==> src/include/ids_pkg.sv <==
// constants for the internal data space and dual data pointer block
// assumes a single-clock cpu core issuing one access per cycle
// Notes on behaviour
// - lower 128 bytes answer direct and indirect
// - lowest 32 bytes are four register banks
// - bank code picks 00h, 08h, 10h or 18h
// - 16 bytes above banks are bit addressable
// - upper 128 bytes only by indirect access
// - direct 80h-FFh goes to function registers
// - 256-byte expanded ram only by external moves
// - ram contents unknown until software writes
// - two 16-bit pointers seen at 83h/84h
// - select bit picks pointer for every use
// - increment of aux register toggles select
// - aux register A2h, select bit 0, bit2 zero
// - bank select in status word bits 4:3
`default_nettype none
package ids_pkg;
  localparam logic [7:0] IDS_ADDR_PTR_HIGH = 8'h83;
  localparam logic [7:0] IDS_ADDR_PTR_LOW = 8'h84;
  localparam logic [7:0] IDS_ADDR_AUX = 8'hA2;
  localparam logic [7:0] IDS_ADDR_PSW = 8'hD0;
  localparam logic [7:0] IDS_BIT_AREA_BASE = 8'h20;
  localparam int IDS_BANK_LSB = 3;
  localparam int IDS_SEL_BIT = 0;
  localparam logic [7:0] IDS_PSW_RESET = 8'h00;
  localparam logic [7:0] IDS_AUX_RESET = 8'h00;
  localparam logic [7:0] IDS_AUX_MASK = 8'h29;
  localparam logic [15:0] IDS_PTR_RESET = 16'h0000;
  localparam int IDS_RAM_DEPTH = 256;
  localparam int IDS_EXPANDED_RAM_DEPTH = 256;
  typedef enum logic [2:0] {
    IDS_OP_NONE,
    IDS_OP_DIRECT,
    IDS_OP_INDIRECT,
    IDS_OP_REG,
    IDS_OP_BIT,
    IDS_OP_XDATA
  } ids_op_type;
endpackage
`default_nettype wire

==> src/ids_ram.sv <==
// single-port byte memory, write on clock, registered read
// assumes caller gives one address per cycle
`default_nettype none
module ids_ram #(
  parameter int DEPTH = 256,
  parameter int AW = 8
) (
  input wire logic clk_sys,
  input wire logic wr_en,
  input wire logic [AW-1:0] addr,
  input wire logic [7:0] wr_data,
  output logic [7:0] rd_data
);
  // no reset on purpose: contents stay unknown until written
  logic [7:0] mem_q [DEPTH];
  always_ff @(posedge clk_sys) begin
    if (wr_en) begin
      mem_q[addr] <= wr_data;
    end
    rd_data <= mem_q[addr];
  end
endmodule // ids_ram
`default_nettype wire

==> src/ids_data_space.sv <==
// internal data space decoder with banked registers and dual data pointer
// assumes the cpu core holds op/addr/data for one cycle per access
`default_nettype none
module ids_data_space (
  input wire logic clk_sys,
  input wire logic reset_n,
  input wire logic acc_valid,
  input wire ids_pkg::ids_op_type acc_op,
  input wire logic acc_write,
  input wire logic [7:0] acc_addr,
  input wire logic [7:0] acc_wdata,
  input wire logic acc_bit_value,
  input wire logic ptr_increment,
  input wire logic aux_increment,
  input wire logic [7:0] sfr_rdata,
  output logic rd_valid,
  output logic [7:0] rd_data,
  output logic rd_bit,
  output logic sfr_write,
  output logic sfr_read,
  output logic [7:0] sfr_addr,
  output logic [7:0] sfr_wdata,
  output logic [15:0] data_pointer,
  output logic [1:0] bank_select,
  output logic pointer_select
);
  typedef enum logic [1:0] {
    IDS_SRC_NONE,
    IDS_SRC_RAM,
    IDS_SRC_EXPANDED_RAM,
    IDS_SRC_SFR
  } ids_src_type;

  // bit address to byte address inside the bit area
  function automatic logic [7:0] ids_bit_byte(input logic [7:0] b);
    ids_bit_byte = ids_pkg::IDS_BIT_AREA_BASE + {3'h0, b[6:2] >> 1};
  endfunction

  logic [7:0] psw_q, psw_d;
  logic [7:0] aux_q, aux_d;
  logic [15:0] ptr0_q, ptr0_d, ptr1_q, ptr1_d;
  logic [7:0] ram_addr, ram_wdata, ram_rdata, expanded_ram_rdata;
  logic ram_we, expanded_ram_we;
  logic [2:0] bit_pos_q, bit_pos_d;
  logic bit_op_q, bit_op_d;
  ids_src_type src_q, src_d;
  logic [7:0] sfr_data_q, sfr_data_d;
  logic sfr_wr_q, sfr_wr_d, sfr_rd_q, sfr_rd_d;
  logic [7:0] sfr_addr_q, sfr_addr_d, sfr_wd_q, sfr_wd_d;
  logic [15:0] sel_ptr;
  // registered copy of the next selected pointer: a flop output, no lag
  logic [15:0] data_pointer_q, data_pointer_d;
  logic [7:0] bit_byte;
  logic is_sfr_dir;
  logic [7:0] sfr_local;
  logic sfr_local_hit;

  assign sel_ptr = aux_q[ids_pkg::IDS_SEL_BIT] ? ptr1_q : ptr0_q;
  assign bit_byte = ids_bit_byte({1'b0, acc_addr[6:0]});
  assign is_sfr_dir = acc_op == ids_pkg::IDS_OP_DIRECT && acc_addr[7];

  // local function registers answer from inside the block
  always_comb begin
    sfr_local_hit = 1'b1;
    case (acc_addr)
      ids_pkg::IDS_ADDR_PTR_HIGH: sfr_local = sel_ptr[15:8];
      ids_pkg::IDS_ADDR_PTR_LOW: sfr_local = sel_ptr[7:0];
      ids_pkg::IDS_ADDR_AUX: sfr_local = aux_q & ids_pkg::IDS_AUX_MASK;
      ids_pkg::IDS_ADDR_PSW: sfr_local = psw_q;
      default: begin
        sfr_local = 8'h00;
        sfr_local_hit = 1'b0;
      end
    endcase
  end

  // memory address and write enables
  always_comb begin
    ram_addr = acc_addr;
    ram_we = 1'b0;
    ram_wdata = acc_wdata;
    expanded_ram_we = 1'b0;
    if (acc_valid) begin
      case (acc_op)
        ids_pkg::IDS_OP_DIRECT: begin
          ram_we = acc_write && !acc_addr[7];
          ram_addr = {1'b0, acc_addr[6:0]};
        end
        ids_pkg::IDS_OP_INDIRECT: begin
          ram_we = acc_write;
        end
        ids_pkg::IDS_OP_REG: begin
          ram_addr = {3'h0, psw_q[4:3], acc_addr[2:0]};
          ram_we = acc_write;
        end
        ids_pkg::IDS_OP_BIT: begin
          // bit area only; 80h and up are function register bits
          ram_addr = bit_byte;
          if (acc_addr[7]) begin
            ram_addr = acc_addr;
          end
          // read-modify-write needs the old byte, not known this cycle
          ram_we = 1'b0;
        end
        ids_pkg::IDS_OP_XDATA: begin
          expanded_ram_we = acc_write;
        end
        default: ram_we = 1'b0;
      endcase
    end
  end

  // state of registers, pointers and response pipeline
  always_comb begin
    psw_d = psw_q;
    aux_d = aux_q;
    ptr0_d = ptr0_q;
    ptr1_d = ptr1_q;
    src_d = IDS_SRC_NONE;
    bit_pos_d = acc_addr[2:0];
    bit_op_d = acc_op == ids_pkg::IDS_OP_BIT;
    sfr_data_d = sfr_local_hit ? sfr_local : sfr_rdata;
    sfr_wr_d = 1'b0;
    sfr_rd_d = 1'b0;
    sfr_addr_d = acc_addr;
    sfr_wd_d = acc_wdata;
    if (acc_valid) begin
      case (acc_op)
        ids_pkg::IDS_OP_DIRECT: begin
          src_d = is_sfr_dir ? IDS_SRC_SFR : IDS_SRC_RAM;
          if (is_sfr_dir && !sfr_local_hit) begin
            sfr_wr_d = acc_write;
            sfr_rd_d = !acc_write;
          end
          if (is_sfr_dir && acc_write) begin
            case (acc_addr)
              ids_pkg::IDS_ADDR_PTR_HIGH: begin
                if (aux_q[ids_pkg::IDS_SEL_BIT]) begin
                  ptr1_d[15:8] = acc_wdata;
                end else begin
                  ptr0_d[15:8] = acc_wdata;
                end
              end
              ids_pkg::IDS_ADDR_PTR_LOW: begin
                if (aux_q[ids_pkg::IDS_SEL_BIT]) begin
                  ptr1_d[7:0] = acc_wdata;
                end else begin
                  ptr0_d[7:0] = acc_wdata;
                end
              end
              ids_pkg::IDS_ADDR_AUX:
                aux_d = acc_wdata & ids_pkg::IDS_AUX_MASK;
              ids_pkg::IDS_ADDR_PSW: psw_d = acc_wdata;
              default: aux_d = aux_q;
            endcase
          end
        end
        ids_pkg::IDS_OP_INDIRECT, ids_pkg::IDS_OP_REG:
          src_d = IDS_SRC_RAM;
        ids_pkg::IDS_OP_BIT:
          src_d = acc_addr[7] ? IDS_SRC_SFR : IDS_SRC_RAM;
        ids_pkg::IDS_OP_XDATA: src_d = IDS_SRC_EXPANDED_RAM;
        default: src_d = IDS_SRC_NONE;
      endcase
    end
    // bits 1 and 2 stay zero, so the carry out of bit 0 lands in bit 1 and is masked off
    if (aux_increment) begin
      aux_d = (aux_q + 8'h01) & ids_pkg::IDS_AUX_MASK;
    end
    if (ptr_increment) begin
      if (aux_q[ids_pkg::IDS_SEL_BIT]) begin
        ptr1_d = ptr1_q + 16'h0001;
      end else begin
        ptr0_d = ptr0_q + 16'h0001;
      end
    end
    data_pointer_d = aux_d[ids_pkg::IDS_SEL_BIT] ? ptr1_d : ptr0_d;
  end

  always_ff @(posedge clk_sys or negedge reset_n) begin
    if (!reset_n) begin
      psw_q <= ids_pkg::IDS_PSW_RESET;
      aux_q <= ids_pkg::IDS_AUX_RESET;
      ptr0_q <= ids_pkg::IDS_PTR_RESET;
      ptr1_q <= ids_pkg::IDS_PTR_RESET;
      src_q <= IDS_SRC_NONE;
      bit_pos_q <= 3'h0;
      bit_op_q <= 1'b0;
      sfr_data_q <= 8'h00;
      sfr_wr_q <= 1'b0;
      sfr_rd_q <= 1'b0;
      sfr_addr_q <= 8'h00;
      sfr_wd_q <= 8'h00;
      data_pointer_q <= ids_pkg::IDS_PTR_RESET;
    end else begin
      psw_q <= psw_d;
      aux_q <= aux_d;
      ptr0_q <= ptr0_d;
      ptr1_q <= ptr1_d;
      src_q <= src_d;
      bit_pos_q <= bit_pos_d;
      bit_op_q <= bit_op_d;
      sfr_data_q <= sfr_data_d;
      sfr_wr_q <= sfr_wr_d;
      sfr_rd_q <= sfr_rd_d;
      sfr_addr_q <= sfr_addr_d;
      sfr_wd_q <= sfr_wd_d;
      data_pointer_q <= data_pointer_d;
    end
  end

  ids_ram #(.DEPTH(ids_pkg::IDS_RAM_DEPTH), .AW(8)) u_iram (
    .clk_sys(clk_sys),
    .wr_en(ram_we),
    .addr(ram_addr),
    .wr_data(ram_wdata),
    .rd_data(ram_rdata)
  );

  // only the low pointer byte reaches the 256-byte space
  ids_ram #(.DEPTH(ids_pkg::IDS_EXPANDED_RAM_DEPTH), .AW(8)) u_expanded_ram (
    .clk_sys(clk_sys),
    .wr_en(expanded_ram_we),
    .addr(sel_ptr[7:0]),
    .wr_data(acc_wdata),
    .rd_data(expanded_ram_rdata)
  );

  // read data muxed into registered outputs
  logic [7:0] rd_mux;
  always_comb begin
    case (src_q)
      IDS_SRC_RAM: rd_mux = ram_rdata;
      IDS_SRC_EXPANDED_RAM: rd_mux = expanded_ram_rdata;
      IDS_SRC_SFR: rd_mux = sfr_data_q;
      default: rd_mux = 8'h00;
    endcase
  end

  logic rd_valid_q;
  logic [7:0] rd_data_q;
  logic rd_bit_q;
  always_ff @(posedge clk_sys or negedge reset_n) begin
    if (!reset_n) begin
      rd_valid_q <= 1'b0;
      rd_data_q <= 8'h00;
      rd_bit_q <= 1'b0;
    end else begin
      rd_valid_q <= src_q != IDS_SRC_NONE;
      rd_data_q <= rd_mux;
      rd_bit_q <= bit_op_q && rd_mux[bit_pos_q];
    end
  end

  assign rd_valid = rd_valid_q;
  assign rd_data = rd_data_q;
  assign rd_bit = rd_bit_q;
  assign sfr_write = sfr_wr_q;
  assign sfr_read = sfr_rd_q;
  assign sfr_addr = sfr_addr_q;
  assign sfr_wdata = sfr_wd_q;
  assign data_pointer = data_pointer_q;
  assign bank_select = psw_q[4:3];
  assign pointer_select = aux_q[ids_pkg::IDS_SEL_BIT];

  logic unused_ok;
  assign unused_ok = acc_bit_value;
endmodule // ids_data_space
`default_nettype wire

==> config.mk <==
export PLATFORM = sky130hd
export DESIGN_NAME = ids_data_space
export DESIGN_NICKNAME = d
export VERILOG_FILES = /design/src/include/ids_pkg.sv /design/src/ids_ram.sv /design/src/ids_data_space.sv
export SDC_FILE = /design/constraint.sdc
export NUM_CORES = 2
export LEC_CHECK = 0
export ABC_AREA = 1
export BUFFER_PORTS_ARGS = -buffer_cell sky130_fd_sc_hd__buf_2
export CAP_MARGIN = 20
export CORE_MARGIN = 5
export CORE_UTILIZATION = 30
export DETAILED_ROUTE_END_ITERATION = 10
export GPL_TIMING_DRIVEN = 0
export PLACE_DENSITY_LB_ADDON = 0.2
export RECOVER_POWER = 50
export REMOVE_ABC_BUFFERS = 1
export SYNTH_ARGS = -nofsm -noshare
export SYNTH_HDL_FRONTEND = slang
export SYNTH_SLANG_ARGS = --single-unit
export TNS_END_PERCENT = 1
==> constraint.sdc <==
create_clock -name clk_sys -period 6.9 [get_ports clk_sys]
set_input_delay 0.69 -clock clk_sys [delete_from_list [all_inputs] [get_ports clk_sys]]
set_output_delay 0.69 -clock clk_sys [all_outputs]
set_load 0.005 [all_outputs]
; ---- After elaboration in Yosys (flattened, before gate mapping)
; Memory sizes are Yosys's and may differ from the RTL's. A register that Yosys moved wholly into a read port is not among the register bits.
; Index checks and enable logic that the tools add are counted.
[totals]
ff_bits = 104
n_memories = 2
word_cells = 105
mem_bits_rw = 4096
out_inout_bits = 47
[classes]
addsub = 4
eq_ne = 12
reduce_logical = 17
muxes = 52
order_cmp = 1
[mem_list]
columns = memory, words, width, read_ports, rd_clocked_by_memory_dff, wr, line
row1 = u_expanded_ram.mem_q, 256, 8, 1, 1, 1, ids_ram.sv:15  ; logic [7:0] mem_q [DEPTH];
row2 = u_iram.mem_q, 256, 8, 1, 1, 1, ids_ram.sv:15
[ops]
columns = operator, n
row1 = $mux W16, 12
row2 = $mux W8, 11
row3 = $pmux W8 S3, 2
row4 = $add A16 B1 Y16 const B, 2
row5 = $eq A8 B8 Y1 const B, 4
row6 = $pmux W8 S4, 1
row7 = $mux W6, 5
row8 = $mux W1, 15
row9 = $reduce_bool A2 Y1, 5
row10 = $pmux W2 S4, 1
row11 = $reduce_and A4 Y1, 2
row12 = $add A6 B4 Y7 const A, 1
row13 = $add A6 B1 Y6 const B, 1
row14 = $eq A3 B2 Y1 const B, 2
row15 = $eq A3 B3 Y1 const B, 2
row16 = $mux W2, 3
row17 = $logic_and A1 B1 Y1, 5
row18 = $eq A2 B2 Y1 const B, 2
row19 = $lt A3 B4 Y1 const B, 1
row20 = $reduce_or A4 Y1, 1
row21 = $bmux W1 S3, 1
row22 = $eq A3 B1 Y1 const B, 1
row23 = $logic_not A1 Y1, 3
row24 = $eq A2 B1 Y1 const B, 1
row25 = other kinds (2), 2

; ---- Logic depth before layout (Yosys ltp)
[logic_depth]
depth_word = 9
depth_mapped = 22
ltp_nobuf = 18

; ---- Modules after synthesis
; Synthesis repeated with hierarchy kept, for this count alone.
[unflattened]
hier_cells = 16801
hier_area_um2 = 175218.0
[by_module_without_submodules]
columns = module, cells_each, n_inst, area_per_inst_um2
row1 = ids_ram, 8021, 2, 84856.4
row2 = ids_data_space, 759, 1, 5505.3

; ---- Worst setup path before layout
; No wires, ideal clock.
[synth_path]
kind = input to register
from = input acc_addr[7]
to = memory u_iram.mem_q[103][0], enable pin
path_stages = 14
required_ns = 6.530
arrival_time_ns = 2.785
setup_ns = 0.370
n_path_buf = 5
setup_slack_ns = 3.745
path_cell_list = buf_2 -> inv_1 -> nand2_1 -> nor2_1 -> nand2_1 -> nand3_1 -> buf_4 -> inv_4 -> buf_4 -> clkbuf_1 -> nor3_2 -> nand2_1 -> buf_2 -> nor2_1
[synth_via]
elab_chain_len = 6
[synth_rtl]
columns = element, line
row1 = "start, declared", ids_data_space.sv:10  ; input wire logic [7:0] acc_addr,
row2 = $logic_not A1 Y1, ids_data_space.sv:86  ; ram_we = acc_write && !acc_addr[7];
row3 = $logic_and A1 B1 Y1, ids_data_space.sv:86
row4 = $pmux W1 S2, ids_data_space.sv:84  ; case (acc_op)
row5 = $mux W1, ids_data_space.sv:83  ; if (acc_valid) begin
row6 = $mux W1, ids_ram.sv:17  ; if (wr_en) begin
row7 = $mux W1 (implied by the code), ids_ram.sv:18  ; mem_q[addr] <= wr_data;
row8 = "end, declared", ids_ram.sv:15
; Parallel ways exist; a longest one is shown, timed or not.

; ---- Worst setup path after layout
[layout_path]
from = input acc_op[0]
to = register u_iram.rd_data[4], read port of u_iram.mem_q
[layout_via]
elab_chain_len = 3
[layout_rtl]
columns = element, line
row1 = "start, declared", ids_data_space.sv:8  ; input wire ids_pkg::ids_op_type acc_op,
row2 = "$eq A3 B3 Y1, or another cell as far along", ids_data_space.sv:84
row3 = $pmux W8 S3 *, ids_data_space.sv:84
row4 = $mux W8 *, ids_data_space.sv:83
row5 = "end, declared", ids_ram.sv:12  ; output logic [7:0] rd_data
; Every way passes the cells marked *; elsewhere a longest branch is shown, timed or not.
; A chain may end at the register's enable or synchronous reset.

==> insert_results.sql <==
INSERT INTO impl_metrics (metric_group, metric, value, unit) VALUES
('run_status', 'run_status', 'complete, but fails checks', ''),
('floorplan', 'boundaryPins', '81', ''),
('pwr', 'post-layout-total-power', '63.2', 'mW'),
('cells_and_area', 'post-route-util', '0.346', ''),
('drt', 'avgViaCountPerCell', '4.87', ''),
('min_path', 'worst_hold_path_type', 'in -> reg', ''),
('cells_and_area', 'layout-area-overhead-vs-synth', '14.9', '%'),
('cells_and_area', 'num-fill-cells', '55400', ''),
('synthesis', 'synth_register_bits', '4210', ''),
('global_routing', 'grt_start_max_net_pins', '206', ''),
('global_routing', 'grt_overflow_total', '0', ''),
('drt', 'drt_pre_antenna_iters', '6', ''),
('global_routing', 'most_used_routing_layer_in_global_routing', 'met2', ''),
('global_routing', 'use_met3', '0.0224', ''),
('run_status', 'failed_checks', 'capacitance limit, slew limit', ''),
('global_routing', 'grt_util_all_layers', '0.172', ''),
('min_path', 'holdPathStages', '3', ''),
('worst_setup_path', 'worstSetupPathType', 'in -> reg', ''),
('min_path', 'hold_path_startpoint', 'ptr_increment', ''),
('pwr', 'vdd_ir_drop_max', '0.000289', 'V'),
('cells_and_area', 'register_area', '126000', 'um2'),
('cts', 'htree_levels', '5', ''),
('placement', 'placement.cell_area', '182000', 'um2'),
('cells_and_area', 'multiInputGateArea', '40100', 'um2'),
('cells_and_area', 'final_net_count', '14100', ''),
('drt', 'detail-route-antenna-nets', '0', ''),
('placement', 'place_ws', '-1800', 'ps'),
('timing', 'tightestPinTransition', '5700', 'ps'),
('timing', 'timing_hold_violations_final', '0', ''),
('timing', 'slew_violations', '2594', ''),
('timing', 'setup_viol', '0', ''),
('cells_and_area', 'layout.cells.most_common', 'sky130_fd_sc_hd__nand2_1', ''),
('drt', 'detailedRoute.firstIterationViolations', '9148', ''),
('timing', 'fin_hold_ws', '120', 'ps'),
('synthesis', 'syn_area_per_cell', '12.0', 'um2'),
('cells_and_area', 'layout.cells.most_common_list', 'sky130_fd_sc_hd__nand2_1, sky130_fd_sc_hd__edfxtp_1, sky130_fd_sc_hd__a22oi_1', ''),
('placement', 'buffers_added_on_ports', '79', ''),
('cts', 'clock-sinks', '4210', ''),
('timing', 'rsz0062_at_grt', 'no', ''),
('run', 'drv_cap', '28', ''),
('min_path', 'min_delay_worst_endpoint', 'ptr1_q[0]', ''),
('synthesis', 'sequential_share_of_the_synthesized_area', '0.740', ''),
('drt', 'vias', '107000', ''),
('worst_setup_path', 'ff2ff_path_depth', '15', ''),
('global_routing', 'grt_antenna_before_repair', '22', ''),
('synthesis', 'ys_warn_count', '0', ''),
('floorplan', 'die-area', '581000', 'um2'),
('floorplan', 'floorplan.initialDensity', '0.301', ''),
('cts', 'cts_buffers', '444', ''),
('timing', 'timing.fmax', '149', 'MHz'),
('worst_setup_path', 'endpoint_of_the_worst_slack_reg_to_reg_timing_path', 'u_expanded_ram.rd_data[0]', ''),
('timing', 'fin_crit', '6710', 'ps'),
('cts', 'tritoncts', 'done', ''),
('timing', 'slew_headroom', '-2.80', ''),
('floorplan', 'std_cell_rows', '276', ''),
('timing', 'timing.clock.skew', '36.5', 'ps'),
('cts', 'clk_pin_slew_worst_paths', '60', 'ps'),
('synthesis', 'synth_area', '170000', 'um2'),
('cts', 'clk_latency', '1010', 'ps'),
('worst_setup_path', 'ff2ff_setup_slack', '490', 'ps'),
('timing', 'final.setup.worst_slack', '191', 'ps'),
('worst_setup_path', 'r2r_start', 'aux_q[0]', ''),
('pwr', 'power.leakage', '70.4', 'nW'),
('global_routing', 'met1_usage', '0.256', ''),
('cts', 'cts.root.buffer_cell', 'sky130_fd_sc_hd__clkbuf_16', ''),
('cells_and_area', 'final_area', '195000', 'um2'),
('synthesis', 'ys.flop_type', 'sky130_fd_sc_hd__edfxtp_1', ''),
('drt', 'route.final.wire_length', '518000', 'um'),
('worst_setup_path', 'cp_data_required_time', '7750', 'ps'),
('synthesis', 'synth_edf_count', '4096', ''),
('worst_setup_path', 'worst_ep_arrival_time', '7560', 'ps');
## through the flow
step / setup TNS [ps] / instances
after detailed placement: -196330 / 21100
after CTS: 0 / 22000
after global placement: - / 20900
after global routing: 0 / 22000
final: 0 / 22000
after floorplan: - / 13300
## power breakdown
group	switching [mW]	internal (mW)	total (mW)	leakage, nW
Clock	10.1	12.7	22.8	6.61
Combinational	8.57	3.45	12.0	25.7
Sequential	0.146	28.3	28.4	38.1
Total	18.8	44.4	63.2	70.4
## synthesized netlist by cell type, types with 69 or more instances
cell / instances / area (um2)
sky130_fd_sc_hd__o21ai_0: 229 / 1150
sky130_fd_sc_hd__inv_1: 122 / 458
sky130_fd_sc_hd__nand3_1: 71 / 355
sky130_fd_sc_hd__nand2_1: 5869 / 22000
sky130_fd_sc_hd__clkbuf_1: 373 / 1400
sky130_fd_sc_hd__or2_2: 69 / 432
sky130_fd_sc_hd__a22oi_1: 1025 / 7690
sky130_fd_sc_hd__a21oi_1: 314 / 1570
sky130_fd_sc_hd__nor2_1: 809 / 3040
sky130_fd_sc_hd__buf_2: 384 / 1920
sky130_fd_sc_hd__dfrtp_1: 98 / 2450
sky130_fd_sc_hd__nand4_1: 386 / 2410
sky130_fd_sc_hd__edfxtp_1: 4096 / 123000
sky130_fd_sc_hd__buf_1: 82 / 308
## timing repair
action,4_1_cts,5_1_grt
resized for setup,0,2
hold endpoints to repair,75,0
setup endpoints to repair,8,8
cloned,0,2
pin swaps,2,1
setup buffers,2,0
hold buffers,23,0
## state kept, by name, summed over array words and instances (netlist names)
register / count
aux_q: 3
bit_op_q: 1
data_pointer: 16
psw_q: 8
ptr0_q: 16
ptr1_q: 16
rd_bit: 1
rd_data: 8
rd_valid: 1
sfr_addr: 8
sfr_data_q: 8
sfr_read: 1
sfr_wdata: 8
sfr_write: 1
src_q: 2
u_expanded_ram.mem_q: 2048
u_expanded_ram.rd_data: 8
u_iram.mem_q: 2048
u_iram.rd_data: 8
## layout make-up
cell class | instances | share of cell area
well taps | 7506 | 0.0481
flip-flops and latches | 4210 | 0.644
inverters | 141 | 0.00297
multi-input cells | 8955 | 0.205
repair buffers | 352 | 0.0298
diodes | 5 | 0.0000641
clock buffers | 565 | 0.0607
clock inverters | 239 | 0.00877
## critical path, stage by stage
cell	delay, ps
sky130_fd_sc_hd__buf_2	150
sky130_fd_sc_hd__nor2_1	160
sky130_fd_sc_hd__nand4_1	130
sky130_fd_sc_hd__buf_4	180
sky130_fd_sc_hd__buf_16	150
sky130_fd_sc_hd__buf_8	160
sky130_fd_sc_hd__buf_8	170
sky130_fd_sc_hd__buf_8	160
sky130_fd_sc_hd__buf_8	160
sky130_fd_sc_hd__nand3_4	430
sky130_fd_sc_hd__buf_16	310
sky130_fd_sc_hd__buf_16	270
sky130_fd_sc_hd__buf_16	290
sky130_fd_sc_hd__inv_16	150
sky130_fd_sc_hd__buf_16	290
sky130_fd_sc_hd__buf_16	350
sky130_fd_sc_hd__nand2_1	210
sky130_fd_sc_hd__nand2_1	70
sky130_fd_sc_hd__nand2_1	60
sky130_fd_sc_hd__nand2_1	100
sky130_fd_sc_hd__nand2_1	150
sky130_fd_sc_hd__nand2_1	70
sky130_fd_sc_hd__o21ai_0	650
sky130_fd_sc_hd__nand2_1	410
sky130_fd_sc_hd__nor2_1	490
sky130_fd_sc_hd__nor2_1	80
sky130_fd_sc_hd__nor2_1	230
sky130_fd_sc_hd__nand2_1	160
## how the worst max path moves through the flow
| stage | start | end | depth (start not counted) |
|---|---|---|---|
| finish | acc_op[0] | u_iram.rd_data[4] | 28 |
| global route | aux_q[0] | u_expanded_ram.rd_data[0] | 15 |
| CTS | acc_op[0] | u_iram.rd_data[7] | 24 |
| detailed placement | acc_op[0] | u_iram.rd_data[7] | 27 |
| global placement | acc_op[0] | u_iram.mem_q[117][3] | 9 |
| floorplan | acc_op[0] | u_iram.mem_q[108][0] | 8 |
## layer usage
metal / vias up / part of all wire
met5: - / 0.000089
met4: 6 / 0.022
met3: 582 / 0.055
met2: 2969 / 0.45
met1: 53500 / 0.47
li1: 49800 / -
## cell families after synthesis
logic type,Yosys count,synth area share
simple gates,7303,0.170
compound gates,1644,0.0641
fa+ha+maj,2,0.000147
buf+inv,997,0.0253
xor+xnor,4,0.000206
mux,1,0.0000589
flops,4210,0.740
Note: power is estimated with default switching activity, not from simulation.
